**src/pkg/mid_pkg.sv**
```systemverilog
// package: encodings, register map and types for the instruction decoder
package mid_pkg;
  // ****************************************
  // instruction word fields
  // ****************************************
  localparam int INSTR_W = 16;
  localparam int TARGET_W = 20;
  localparam int REL_W = 11;
  localparam int PTR_W = 12;
  // top nibble prefixes
  localparam logic [3:0] PFX_LIT = 4'h0;
  localparam logic [3:0] PFX_TGL = 4'h7;
  localparam logic [3:0] PFX_SET = 4'h8;
  localparam logic [3:0] PFX_CLR = 4'h9;
  localparam logic [3:0] PFX_TSS = 4'ha;
  localparam logic [3:0] PFX_TSC = 4'hb;
  localparam logic [3:0] PFX_REL = 4'hd;
  localparam logic [3:0] PFX_CTL = 4'he;
  localparam logic [3:0] PFX_W2 = 4'hf;
  // second nibble under the control prefix
  localparam logic [2:0] N2_CALL = 3'h6;
  localparam logic [3:0] N2_ABSOLUTE_JUMP_OP = 4'hf;
  localparam logic [3:0] N2_PTR = 4'he;
  localparam logic [1:0] PTR_PAD = 2'h0;
  // second nibble under the literal prefix
  localparam logic [3:0] N2_MISC = 4'h0;
  localparam logic [3:0] N2_BANK = 4'h1;
  localparam logic [3:0] N2_SUB = 4'h8;
  localparam logic [3:0] N2_IOR = 4'h9;
  localparam logic [3:0] N2_XOR = 4'ha;
  localparam logic [3:0] N2_AND = 4'hb;
  localparam logic [3:0] N2_RETLIT = 4'hc;
  localparam logic [3:0] N2_MUL = 4'hd;
  localparam logic [3:0] N2_MOVLIT = 4'he;
  localparam logic [3:0] N2_ADD = 4'hf;
  // low byte under the misc group
  localparam logic [7:0] LO_NOP = 8'h00;
  localparam logic [7:0] LO_SLEEP = 8'h03;
  localparam logic [7:0] LO_WDT = 8'h04;
  localparam logic [7:0] LO_PUSH = 8'h05;
  localparam logic [7:0] LO_POP = 8'h06;
  localparam logic [7:0] LO_DECADJ = 8'h07;
  localparam logic [7:0] LO_SWRST = 8'hff;
  localparam logic [6:0] LO_IRET = 7'h08;
  localparam logic [6:0] LO_RET = 7'h09;
  localparam logic [5:0] LO_TABLE_READ_OP = 6'h02;
  localparam logic [5:0] LO_TBLWR = 6'h03;
  // branch condition select
  localparam logic [1:0] CC_ZERO = 2'h0;
  localparam logic [1:0] CC_CARRY = 2'h1;
  localparam logic [1:0] CC_OVF = 2'h2;
  localparam logic [1:0] CC_NEG = 2'h3;
  // ****************************************
  // register map
  // ****************************************
  localparam int RA_W = 8;
  localparam int RD_W = 8;
  localparam logic [7:0] REG_CTL = 8'h00;
  localparam logic [7:0] REG_TMR_ADDR = 8'h01;
  localparam logic [7:0] REG_PORT_LO = 8'h02;
  localparam logic [7:0] REG_PORT_HI = 8'h03;
  localparam logic [7:0] REG_STAT = 8'h04;
  localparam int CTL_PSA = 0;
  localparam logic [7:0] CTL_RST = 8'h00;
  localparam logic [7:0] TMR_ADDR_RST = 8'h80;
  localparam logic [7:0] PORT_LO_RST = 8'h80;
  localparam logic [7:0] PORT_HI_RST = 8'h84;
  // ****************************************
  // types
  // ****************************************
  typedef enum logic [4:0] {
    NOP_OP, BIT_CLEAR_OP, BIT_SET_OP, BIT_TOGGLE_OP,
    TEST_SKIP_CLEAR_OP, TEST_SKIP_SET_OP, BRANCH_COND_OP,
    BRANCH_ALWAYS_OP, RELATIVE_CALL_OP, ABS_CALL_OP,
    ABSOLUTE_JUMP_OP, STANDBY_OP, WATCHDOG_CLEAR_OP,
    DECIMAL_ADJUST_OP, STACK_PUSH_OP, STACK_POP_OP,
    INTERRUPT_RETURN_OP, SUB_RETURN_OP, LITERAL_RETURN_OP,
    ADD_LITERAL_OP, LITERAL_SUBTRACT_OP, AND_LITERAL_OP,
    OR_LITERAL_OP, XOR_LITERAL_OP, LITERAL_MOVE_OP,
    LITERAL_MULTIPLY_OP, BANK_SELECT_LOAD_OP, POINTER_LOAD_OP,
    TABLE_READ_OP, TABLE_WRITE_OP, SOFT_RESET_OP, BYTE_FILE_OP
  } mid_op_e;

  typedef enum logic [1:0] {ST_EXEC, ST_WORD2, ST_FLUSH} mid_state_e;

  typedef struct packed {
    logic carry;
    logic digit_carry;
    logic zero;
    logic overflow;
    logic negative;
  } mid_alu_s;

  typedef struct packed {
    mid_alu_s alu;
    logic timeout;
    logic powerdown;
  } mid_flags_s;

  typedef struct packed {
    mid_op_e op;
    logic [7:0] lit;
    logic [7:0] file;
    logic [2:0] bitsel;
    logic bank_acc;
    logic fast;
    logic [1:0] tbl_mode;
    logic [1:0] ptr_sel;
    logic [PTR_W-1:0] ptr_lit;
    logic [REL_W-1:0] rel;
    logic [TARGET_W-1:0] target;
    mid_flags_s flags;
  } mid_dec_s;
endpackage

```
**src/verilog/mid_decoder.sv**
```systemverilog
// instruction decoder and sequencer for the 8-bit core
`timescale 1ns/100ps
module mid_decoder (
  // clock and reset
  input wire logic mclk_i,
  input wire logic rst_i,
  // instruction fetch
  input wire logic [mid_pkg::INSTR_W-1:0] instr_i,
  input wire logic instr_valid_i,
  // datapath status and tested bit
  input wire mid_pkg::mid_alu_s status_i,
  input wire logic file_bit_i,
  output logic [7:0] tst_file_o,
  output logic [2:0] tst_bit_o,
  // decoded command
  output mid_pkg::mid_dec_s dec_o,
  output logic dec_valid_o,
  output logic pc_load_o,
  output logic skip_o,
  output logic nop_cycle_o,
  output logic prescaler_clr_o,
  output logic pin_read_o,
  // register port
  input wire logic [mid_pkg::RA_W-1:0] reg_addr_i,
  input wire logic [mid_pkg::RD_W-1:0] reg_wdata_i,
  input wire logic reg_wr_i,
  input wire logic reg_rd_i,
  output logic [mid_pkg::RD_W-1:0] reg_rdata_o
);
  import mid_pkg::*;

  // ****************************************
  // decode functions
  // ****************************************
  function automatic mid_op_e op_of(input logic [INSTR_W-1:0] w);
    logic [3:0] hi;
    logic [3:0] n2;
    logic [7:0] lo;
    mid_op_e op;
    hi = w[15:12];
    n2 = w[11:8];
    lo = w[7:0];
    op = BYTE_FILE_OP;
    case (hi)
      PFX_CLR: op = BIT_CLEAR_OP;
      PFX_SET: op = BIT_SET_OP;
      PFX_TGL: op = BIT_TOGGLE_OP;
      PFX_TSC: op = TEST_SKIP_CLEAR_OP;
      PFX_TSS: op = TEST_SKIP_SET_OP;
      // a lone partner word runs as a nop
      PFX_W2: op = NOP_OP;
      PFX_REL: op = w[11] ? RELATIVE_CALL_OP : BRANCH_ALWAYS_OP;
      // two-word ops are decided on the first word alone
      PFX_CTL: begin
        if (!n2[3]) begin
          op = BRANCH_COND_OP;
        end else if (n2[3:1] == N2_CALL) begin
          op = ABS_CALL_OP;
        end else if (n2 == N2_ABSOLUTE_JUMP_OP) begin
          op = ABSOLUTE_JUMP_OP;
        end else if (n2 == N2_PTR && w[7:6] == PTR_PAD) begin
          op = POINTER_LOAD_OP;
        end
      end
      PFX_LIT: begin
        case (n2)
          N2_ADD: op = ADD_LITERAL_OP;
          N2_SUB: op = LITERAL_SUBTRACT_OP;
          N2_AND: op = AND_LITERAL_OP;
          N2_IOR: op = OR_LITERAL_OP;
          N2_XOR: op = XOR_LITERAL_OP;
          N2_MOVLIT: op = LITERAL_MOVE_OP;
          N2_MUL: op = LITERAL_MULTIPLY_OP;
          N2_RETLIT: op = LITERAL_RETURN_OP;
          N2_BANK: begin
            if (w[7:4] == 4'h0) begin
              op = BANK_SELECT_LOAD_OP;
            end
          end
          N2_MISC: begin
            if (lo == LO_NOP) begin
              op = NOP_OP;
            end else if (lo == LO_SLEEP) begin
              op = STANDBY_OP;
            end else if (lo == LO_WDT) begin
              op = WATCHDOG_CLEAR_OP;
            end else if (lo == LO_PUSH) begin
              op = STACK_PUSH_OP;
            end else if (lo == LO_POP) begin
              op = STACK_POP_OP;
            end else if (lo == LO_DECADJ) begin
              op = DECIMAL_ADJUST_OP;
            end else if (lo == LO_SWRST) begin
              op = SOFT_RESET_OP;
            end else if (lo[7:1] == LO_IRET) begin
              op = INTERRUPT_RETURN_OP;
            end else if (lo[7:1] == LO_RET) begin
              op = SUB_RETURN_OP;
            end else if (lo[7:2] == LO_TABLE_READ_OP) begin
              op = TABLE_READ_OP;
            end else if (lo[7:2] == LO_TBLWR) begin
              op = TABLE_WRITE_OP;
            end
          end
          default: op = BYTE_FILE_OP;
        endcase
      end
      default: op = BYTE_FILE_OP;
    endcase
    return op;
  endfunction

  function automatic mid_flags_s flags_of(input mid_op_e op);
    mid_flags_s f;
    f = '0;
    case (op)
      ADD_LITERAL_OP, LITERAL_SUBTRACT_OP: f.alu = '1;
      AND_LITERAL_OP, OR_LITERAL_OP, XOR_LITERAL_OP: begin
        f.alu.zero = 1'b1;
        f.alu.negative = 1'b1;
      end
      STANDBY_OP, WATCHDOG_CLEAR_OP: begin
        f.timeout = 1'b1;
        f.powerdown = 1'b1;
      end
      // decimal adjust touches carry only
      DECIMAL_ADJUST_OP: f.alu.carry = 1'b1;
      default: f = '0;
    endcase
    return f;
  endfunction

  function automatic mid_dec_s dec_of(input logic [INSTR_W-1:0] w1,
                                      input logic [INSTR_W-1:0] w2);
    mid_dec_s d;
    d = '0;
    d.op = op_of(w1);
    d.lit = w1[7:0];
    // bank load keeps the low four bits only
    if (d.op == BANK_SELECT_LOAD_OP) begin
      d.lit = {4'h0, w1[3:0]};
    end
    d.file = w1[7:0];
    d.bitsel = w1[11:9];
    d.bank_acc = w1[8];
    d.fast = w1[0];
    if (d.op == ABS_CALL_OP) begin
      d.fast = w1[8];
    end
    d.tbl_mode = w1[1:0];
    d.ptr_sel = w1[5:4];
    d.ptr_lit = {w1[3:0], w2[7:0]};
    d.rel = d.op == BRANCH_COND_OP ? {{3{w1[7]}}, w1[7:0]} : w1[10:0];
    d.target = {w2[11:0], w1[7:0]};
    d.flags = flags_of(d.op);
    return d;
  endfunction

  // ****************************************
  // registers and state
  // ****************************************
  mid_state_e state;
  mid_state_e next_state;
  logic [INSTR_W-1:0] hold;
  logic [INSTR_W-1:0] next_hold;
  mid_dec_s next_dec;
  logic next_valid;
  logic next_pc;
  logic next_skip;
  logic next_nopc;
  logic next_psc;
  logic next_pin;
  logic [7:0] ctl;
  logic [7:0] tmr_addr;
  logic [7:0] port_lo;
  logic [7:0] port_hi;
  logic [RD_W-1:0] next_rdata;

  // ****************************************
  // fields of the word on the fetch bus
  // ****************************************
  // file and bit go out at once so the datapath
  // returns the tested bit within the same cycle
  wire [7:0] cur_file = instr_i[7:0];
  wire [2:0] cur_bit = instr_i[11:9];

  // ****************************************
  // decode of the current word
  // ****************************************
  wire mid_dec_s cur_dec = dec_of(instr_i, instr_i);
  wire mid_dec_s w2_dec = dec_of(hold, instr_i);
  wire mid_op_e cur_op = cur_dec.op;
  wire two_word = cur_op == ABS_CALL_OP || cur_op == ABSOLUTE_JUMP_OP
                  || cur_op == POINTER_LOAD_OP;
  wire w2_pc = w2_dec.op != POINTER_LOAD_OP;
  // branch condition
  wire [1:0] cc_sel = instr_i[10:9];
  wire cc_inv = instr_i[8];
  wire cc_raw = cc_sel == CC_ZERO ? status_i.zero :
                cc_sel == CC_CARRY ? status_i.carry :
                cc_sel == CC_OVF ? status_i.overflow : status_i.negative;
  wire br_taken = cur_op == BRANCH_COND_OP && (cc_raw ^ cc_inv);
  // bit test skip
  wire skip_hit = (cur_op == TEST_SKIP_CLEAR_OP && !file_bit_i)
                  || (cur_op == TEST_SKIP_SET_OP && file_bit_i);
  wire is_ret = cur_op == INTERRUPT_RETURN_OP || cur_op == SUB_RETURN_OP
                || cur_op == LITERAL_RETURN_OP;
  wire pc_chg = br_taken || is_ret || cur_op == BRANCH_ALWAYS_OP
                || cur_op == RELATIVE_CALL_OP;
  wire is_tbl = cur_op == TABLE_READ_OP || cur_op == TABLE_WRITE_OP;
  wire two_cyc = pc_chg || skip_hit || is_tbl;
  // file-modifying bit ops on special registers
  wire file_mod = cur_op == BIT_CLEAR_OP || cur_op == BIT_SET_OP
                  || cur_op == BIT_TOGGLE_OP;
  // access bit clear: the special-register bank
  wire acc_sfr = file_mod && !cur_dec.bank_acc;
  wire pin_hit = acc_sfr && cur_dec.file >= port_lo
                 && cur_dec.file <= port_hi;
  // prescaler clear only while it belongs to timer zero
  wire psc_hit = acc_sfr && cur_dec.file == tmr_addr
                 && ctl[CTL_PSA];

  assign tst_file_o = cur_file;
  assign tst_bit_o = cur_bit;

  // ****************************************
  // sequencer
  // ****************************************
  always_comb begin
    next_state = state;
    next_hold = hold;
    next_dec = dec_o;
    next_valid = 1'b0;
    next_pc = 1'b0;
    next_skip = 1'b0;
    next_nopc = 1'b0;
    next_psc = 1'b0;
    next_pin = 1'b0;
    case (state)
      ST_EXEC: begin
        // first of two words: park it for its partner
        if (instr_valid_i && two_word) begin
          next_hold = instr_i;
          next_state = ST_WORD2;
        end else if (instr_valid_i) begin
          next_valid = 1'b1;
          next_dec = cur_dec;
          next_pc = pc_chg;
          next_skip = skip_hit;
          next_psc = psc_hit;
          next_pin = pin_hit;
          if (two_cyc) begin
            next_state = ST_FLUSH;
          end
        end
      end
      // partner word completes the pending op
      ST_WORD2: begin
        if (instr_valid_i) begin
          next_valid = 1'b1;
          next_dec = w2_dec;
          next_pc = w2_pc;
          next_state = ST_EXEC;
        end
      end
      // word fetched behind a one-word pc change, a skip or a table op is spent as a nop
      ST_FLUSH: begin
        if (instr_valid_i) begin
          next_valid = 1'b1;
          next_dec = '0;
          next_nopc = 1'b1;
          next_state = ST_EXEC;
        end
      end
      default: next_state = ST_EXEC;
    endcase
  end

  always_ff @(posedge mclk_i) begin
    if (rst_i) begin
      state <= ST_EXEC;
      hold <= '0;
      dec_o <= '0;
      dec_valid_o <= 1'b0;
      pc_load_o <= 1'b0;
      skip_o <= 1'b0;
      nop_cycle_o <= 1'b0;
      prescaler_clr_o <= 1'b0;
      pin_read_o <= 1'b0;
    end else begin
      state <= next_state;
      hold <= next_hold;
      dec_o <= next_dec;
      dec_valid_o <= next_valid;
      pc_load_o <= next_pc;
      skip_o <= next_skip;
      nop_cycle_o <= next_nopc;
      prescaler_clr_o <= next_psc;
      pin_read_o <= next_pin;
    end
  end

  // ****************************************
  // register port
  // ****************************************
  wire wr_ctl = reg_wr_i && reg_addr_i == REG_CTL;
  wire wr_tmr = reg_wr_i && reg_addr_i == REG_TMR_ADDR;
  wire wr_plo = reg_wr_i && reg_addr_i == REG_PORT_LO;
  wire wr_phi = reg_wr_i && reg_addr_i == REG_PORT_HI;
  // status: spare bit, sequencer state, last op
  wire [7:0] stat_word = {1'b0, state, dec_o.op};

  always_comb begin
    // unmapped: reads zero, writes dropped
    case (reg_addr_i)
      REG_CTL: next_rdata = ctl;
      REG_TMR_ADDR: next_rdata = tmr_addr;
      REG_PORT_LO: next_rdata = port_lo;
      REG_PORT_HI: next_rdata = port_hi;
      REG_STAT: next_rdata = stat_word;
      default: next_rdata = '0;
    endcase
  end

  always_ff @(posedge mclk_i) begin
    if (rst_i) begin
      ctl <= CTL_RST;
      tmr_addr <= TMR_ADDR_RST;
      port_lo <= PORT_LO_RST;
      port_hi <= PORT_HI_RST;
      reg_rdata_o <= '0;
    end else begin
      if (wr_ctl) begin
        ctl <= reg_wdata_i;
      end
      if (wr_tmr) begin
        tmr_addr <= reg_wdata_i;
      end
      if (wr_plo) begin
        port_lo <= reg_wdata_i;
      end
      if (wr_phi) begin
        port_hi <= reg_wdata_i;
      end
      // read data stand one cycle, zero otherwise
      reg_rdata_o <= reg_rd_i ? next_rdata : '0;
    end
  end
endmodule
```
**config.mk**
```make
export PLATFORM = sky130hd
export DESIGN_NAME = mid_decoder
export DESIGN_NICKNAME = d
export VERILOG_FILES = /design/src/pkg/mid_pkg.sv /design/src/verilog/mid_decoder.sv
export SDC_FILE = /design/constraint.sdc
export NUM_CORES = 1
export LEC_CHECK = 0
export ABC_AREA = 1
export BUFFER_PORTS_ARGS = -buffer_cell sky130_fd_sc_hd__buf_2
export CAP_MARGIN = 20
export CORE_UTILIZATION = 23
export DETAILED_ROUTE_END_ITERATION = 10
export PLACE_DENSITY_LB_ADDON = 0.08
export SLEW_MARGIN = 5
export SYNTH_ARGS = -nofsm -noshare
export SYNTH_HDL_FRONTEND = slang
export SYNTH_SLANG_ARGS = --single-unit
```
**constraint.sdc**
```tcl
create_clock -name mclk_i -period 2.5 [get_ports mclk_i]
set_input_delay 0.5 -clock mclk_i [delete_from_list [all_inputs] [get_ports mclk_i]]
set_output_delay 0.5 -clock mclk_i [all_outputs]
set_load 0.01 [all_outputs]
```
# [Word-level counts from Yosys, hierarchy flattened]
# Index checks and enable logic that the tools add are counted.
[op_classes] reduce_logical=59 bitwise=5 magnitude_cmp=2 n_mux=73 n_eq_ne=109
[op_table] op="two-way mux 80 bit" n=4
[op_table] op="one-hot mux 80 bit (3 select lines)" n=1
[op_table] op="equality test 4 bit, second input constant" n=30
[op_table] op="one-hot mux 5 bit (10 select lines)" n=2
[op_table] op="equality test 5 bit, second input constant" n=18
[op_table] op="two-way mux 5 bit" n=18
[op_table] op="one-hot mux 5 bit (9 select lines)" n=2
[op_table] op="equality test 8 x 3 -> 1 bit, second input constant" n=9
[op_table] op="equality test 5 x 4 -> 1 bit, second input constant" n=10
[op_table] op="one-hot mux 8 bit (5 select lines)" n=1
[op_table] op="equality test 8 x 2 -> 1 bit, second input constant" n=4
[op_table] op="two-way mux 4 bit" n=8
[op_table] op="equality test 7 x 4 -> 1 bit, second input constant" n=4
[op_table] op="equality test 5 x 3 -> 1 bit, second input constant" n=5
[op_table] op="equality test 6 x 2 -> 1 bit, second input constant" n=4
[op_table] op="logical NOT 4 bit" n=6
[op_table] op="logical NOT 8 bit" n=3
[op_table] op="two-way mux 11 bit" n=2
[op_table] op="two-way mux 2 bit" n=10
[op_table] op="equality test 8 bit, second input constant" n=2
[op_table] op="two-way mux 1 bit" n=16
[op_table] op="two-way mux 8 bit" n=2
[op_table] op="logical AND 1 bit" n=15
[op_table] op="OR reduction 2 bit" n=7
[op_table] op="30 further kinds" n=65
[totals] regBits=144 wordCells=279

# [Depth between registers and ports, before layout]
[logic_depth] depth_word=26 depth_mapped=21 depth_no_buf=20

# [Worst setup path after synthesis]
# No wires, ideal clock.
[synth_timing] kind="input to register" start="input port instr_i[4] (netlist name)" end="register dec_o[34] (netlist name)" arrival_ns=2.297 setup_ns=0.120 path_stages=17 path_buffers=3 slack_ns=0.083 cell_sequence="buf_4 > nor2_4 > nand2_2 > clkinv_2 > nand2_1 > nand2_1 > o21bai_2 > a21oi_4 > inv_2 > a21oi_4 > nand4_4 > nand2_2 > inv_2 > buf_6 > buf_8 > nor2_2 > nor2_1"
[synth_between] elab_chain_len=20 elab_cells_between_ends=34
[synth_rtl] item="start, declared" line_no="mid_decoder.sv:8" rtl="input wire logic [mid_pkg::INSTR_W-1:0] instr_i,"
[synth_rtl] item="equality test 6 x 2 -> 1 bit" line_no="mid_decoder.sv:101" rtl="end else if (lo[7:2] == LO_TBLWR) begin"
[synth_rtl] item="two-way mux 2 bit" line_no="mid_decoder.sv:101"
[synth_rtl] item="two-way mux 2 bit" line_no="mid_decoder.sv:99" rtl="end else if (lo[7:2] == LO_TABLE_READ_OP) begin"
[synth_rtl] item="two-way mux 4 bit" line_no="mid_decoder.sv:97" rtl="end else if (lo[7:1] == LO_RET) begin"
[synth_rtl] item="two-way mux 4 bit" line_no="mid_decoder.sv:95" rtl="end else if (lo[7:1] == LO_IRET) begin"
[synth_rtl] item="two-way mux 4 bit" line_no="mid_decoder.sv:93" rtl="end else if (lo == LO_SWRST) begin"
[synth_rtl] item="two-way mux 5 bit" line_no="mid_decoder.sv:91" rtl="end else if (lo == LO_DECADJ) begin"
[synth_rtl] item="two-way mux 5 bit" line_no="mid_decoder.sv:89" rtl="end else if (lo == LO_POP) begin"
[synth_rtl] item="[... 4 more ...]"
[synth_rtl] item="one-hot mux 5 bit (10 select lines) (*)" line_no="mid_decoder.sv:66" rtl="case (n2)"
[synth_rtl] item="one-hot mux 5 bit (9 select lines) (*)" line_no="mid_decoder.sv:44" rtl="case (hi)"
[synth_rtl] item="equality test 5 x 4 -> 1 bit" line_no="mid_decoder.sv:193" rtl="wire two_word = cur_op == ABS_CALL_OP || cur_op == ABSOLUTE_JUMP_OP"
[synth_rtl] item="logical OR 1 bit" line_no="mid_decoder.sv:193"
[synth_rtl] item="logical OR 1 bit (*)" line_no="mid_decoder.sv:194" rtl="|| cur_op == POINTER_LOAD_OP;"
[synth_rtl] item="logical AND 1 bit (*)" line_no="mid_decoder.sv:242" rtl="if (instr_valid_i && two_word) begin"
[synth_rtl] item="inequality test 2 bit (no source line) (*)"
[synth_rtl] item="AND reduction 5 bit (no source line) (*)"
[synth_rtl] item="end signal, assigned" line_no="mid_decoder.sv:293" rtl="dec_o <= next_dec;"
[synth_rtl] item="end, declared" line_no="mid_decoder.sv:16" rtl="output mid_pkg::mid_dec_s dec_o,"
# Every way passes the cells marked *; elsewhere a longest branch is shown, timed or not.
# A chain may end at the register's enable or synchronous reset.

# [Worst setup path in the final report]
[layout_timing] start="register hold[13]" end="register dec_o[35] (netlist name)"
[layout_between] elab_chain_len=6 elab_cells_between_ends=14
[layout_rtl] item="start, declared" line_no="mid_decoder.sv:164" rtl="logic [INSTR_W-1:0] hold;"
[layout_rtl] item="start signal, assigned" line_no="mid_decoder.sv:292" rtl="hold <= next_hold;"
[layout_rtl] item="equality test 4 bit, or another cell as far along" line_no="mid_decoder.sv:44"
[layout_rtl] item="one-hot mux 5 bit (9 select lines) (*)" line_no="mid_decoder.sv:44"
[layout_rtl] item="equality test 5 x 3 -> 1 bit (*)" line_no="mid_decoder.sv:153" rtl="d.rel = d.op == BRANCH_COND_OP ? {{3{w1[7]}}, w1[7:0]} : w1[10:0];"
[layout_rtl] item="two-way mux 11 bit (*)" line_no="mid_decoder.sv:153"
[layout_rtl] item="two-way mux 80 bit (*)" line_no="mid_decoder.sv:259" rtl="if (instr_valid_i) begin"
[layout_rtl] item="one-hot mux 80 bit (3 select lines) (*)" line_no="mid_decoder.sv:239" rtl="case (state)"
# Every way passes the cells marked *; elsewhere a longest branch is shown, timed or not. The select of a mux whose other input is x is not followed.

==> impl_metrics.csv <==
group,metric,value,unit
status,status,"complete, no violations",
grt,grt_max_degree,35,
synthesis,synth_area_leader_cell,"dfxtp_1",
synthesis,syn_area,6630,sq um
critical_path,startpoint_type,"register",
min_path,hold_depth,3,
synthesis,ys_seq_area_share,31.7,%
cts,cts.sinks,105,
route,first_pass_iters,4,
finish,design_area,8490,sq um
power_and_ir_drop,power,7.55,mW
synthesis,netlist_top_cells_area,"dfxtp_1 (32%), nor2_1 (8.4%), nand2_1 (8.0%)",
grt,grt_pass1_wl,36.3,mm
synthesis,ys_ff_latch,105,
finish,fillers,3243,
place,place_area,8120,sq um
synthesis,synth_cell_types,50,
route,drt_iter0_drc,315,
synthesis,synth_edf_count,0,
min_path,holdCritPathClass,"input pin to register",
power_and_ir_drop,p_leak,4.00,nW
critical_path,worst-path-max-fanout,5,
critical_path,crit_arrival,2.60,ns
power_and_ir_drop,ir_drop,0.439,mV
timing,slew_headroom,67.3,%
grt,first_global_vias,6627,
floorplan,ioPinCount,148,
grt,grt_overflow,0,
critical_path,cp_data_required_time,2.76,ns
timing,drv_slew,0,
grt,antenna_found_initial,0,
finish,area_growth,28.0,%
cts,postCtsHoldBufs,0,
timing,fin_crit_sh,93.4,%
critical_path,crit_type,"register to register",
finish,final_cell_count_no_fill,1556,
route,num_vias,6784,
synthesis,yosys_warnings,0,
place,port_buffers,146,
finish,diodes,0,
power_and_ir_drop,power.density,890,nW/um^2
cts,cts_root_buf,"clkbuf_16",
floorplan,initial_core_util,23.6,%
timing,layout_setup_ws,0.165,ns
timing,final-setup-viol-count,0,
timing,tightest_slew,0.491,ns
route,wl_per_cell,15.0,microns
critical_path,r2r_cells,15,
synthesis,synth_area_per_cell,6.69,sq um
synthesis,synth_flop_cell,"dfxtp_1",
synthesis,yosysTopAreaCellShare,31.7,%
timing,fin_tns_setup,0,ns
route,postRouteWirelength,23.3,mm
floorplan,die_area,29500,sq um
timing,timing.fmax,428,MHz
grt,grt_usage,16.3,%
cts,clock_latency,0.37,ns
floorplan,core_area,28100,sq um
floorplan,rows,61,
finish,regArea,2100,sq um
cts,post_cts_resized,0,
place,hpwl,18.7,mm
synthesis,syn-num-nets,1055,
floorplan,dieWidth,172,microns
place,pre_cts_slack,-0.230,ns
route,ant_nets,0,
cts,cts-buffers-inserted,9,
finish,drive_gt1_share,28.9,%
floorplan,die_h,172,microns
route,drcViolationCount,0,
timing,skew,0.0147,ns
flow_run,max_cap_viol_count,0,
cts,cts_tree,"yes",
route,via_per_inst,4.36,
cts,cts_setup_buffers,0,
timing,timing.final.crit_period,2.33,ns
place,gp_congestion,0.855,
finish,final_net_count,1236,
critical_path,setup.worst_path.end_class,"register",
synthesis,synthCells,992,
synthesis,synthArstFlopShare,0,%
finish,multi_input_area,3570,sq um
place,dp_cells,1540,
timing,finalHoldViolations,0,
cts,path_clk_slew,0.08,ns
cts,htreeDepth,3,
cts,cts_buffer_depth,2,
timing,rsz0062_at_grt,"yes",
layout by cell type (no fill, tap or decap), types with 6 or more instances in the layout:
cell type    n
nor2_1     147
buf_2      146
nand2_1    140
dfxtp_1    105
buf_4      104
inv_1      103
o21ai_0     96
a21oi_1     88
nand3_1     50
o22ai_1     20
ha_1        20
nor2_2      17
inv_2       15
nor3_1      14
nand2_2     11
nand4_1     10
clkbuf_16    9
nor3_2       6
o21ai_1      6
logic make-up (layout without fill, tap and decap cells):
group                    Yosys count  after routing  share of synthesized area [%]
XOR/XNOR                           5              5                          0.660
AO/OA/AOI/OAI                    238            238                           20.0
adder cells (fa/ha/maj)           20             20                           3.77
AND/OR/NAND/NOR                  419            419                           28.6
buffers and inverters            205            391                           15.3
flip-flops                       105            105                           31.7
critical path, cell delays in order, from the launching register on:
cell and delay (ns):
dfxtp_1 0.39, inv_1 0.09, nand2_1 0.10, nor2_1 0.05, nand2_1 0.06, o21ai_0 0.16, nor4_2 0.43, nand2_2 0.14
inv_1 0.09, nand2_1 0.08, nor3_4 0.20, nor2_1 0.06, nor2_1 0.11, nand2_1 0.07, nor2_1 0.14, nor2_1 0.06
registers in the layout, summed over array words and instances, names as in the netlist:
name,flops
port_hi,8
pin_read_o,1
reg_rdata_o,8
pc_load_o,1
tmr_addr,8
dec_valid_o,1
nop_cycle_o,1
state,2
ctl,8
dec_o,41
prescaler_clr_o,1
skip_o,1
hold,16
port_lo,8
path summary, 6_finish.rpt:
check                      start             end  slack [ns]
setup / recovery        hold[13]       dec_o[35]        0.17
hold / removal    reg_wdata_i[2]      port_lo[2]        0.41
setup reg to reg        hold[13]       dec_o[35]        0.17
hold reg to reg           ctl[4]  reg_rdata_o[4]        0.46
through the flow:
step                      utilization (%)  hold WS (ns)
after floorplan                         -         0.441
after global placement               28.9         0.457
after detailed placement             28.9         0.453
after CTS                            30.0         0.405
after global routing                 30.2         0.420
final                                30.2         0.413
report_power, final:
group          internal [mW]  total [mW]  leakage, nW  switching [mW]
sequential              1.96        2.18        0.857           0.214
clock                  0.802        1.58        0.150           0.779
combinational           1.50        3.79         2.99            2.30
total                   4.26        7.55         4.00            3.29
cell usage after synthesis, drive strengths merged (4+ instances only):
| cell type | instances |
|---|---|
| a21oi | 94 |
| buf | 67 |
| clkbuf | 16 |
| clkinv | 5 |
| dfxtp | 105 |
| ha | 20 |
| inv | 117 |
| nand2 | 153 |
| nand3 | 51 |
| nand4 | 11 |
| nor2 | 169 |
| nor3 | 21 |
| nor4 | 8 |
| o211ai | 6 |
| o21ai | 102 |
| o22ai | 20 |
| xor2 | 4 |
routing by layer:
metal  share of wire [%]  global-route usage (%)
met5                   0                       0
met4                 1.1                    3.81
met3                 4.1                    2.07
met2                  46                    27.3
met1                  49                    21.9
final cells by class:
cell class	count	area share [%]
Clock buffer	9	2.65
Clock inverter	7	1.05
Inverter	122	5.41
Multi-Input combinational cell	682	42.0
Sequential cell	105	24.8
Tap cell	378	5.57
Timing Repair Buffer	253	18.5
Power figures use the tool's default switching activity.
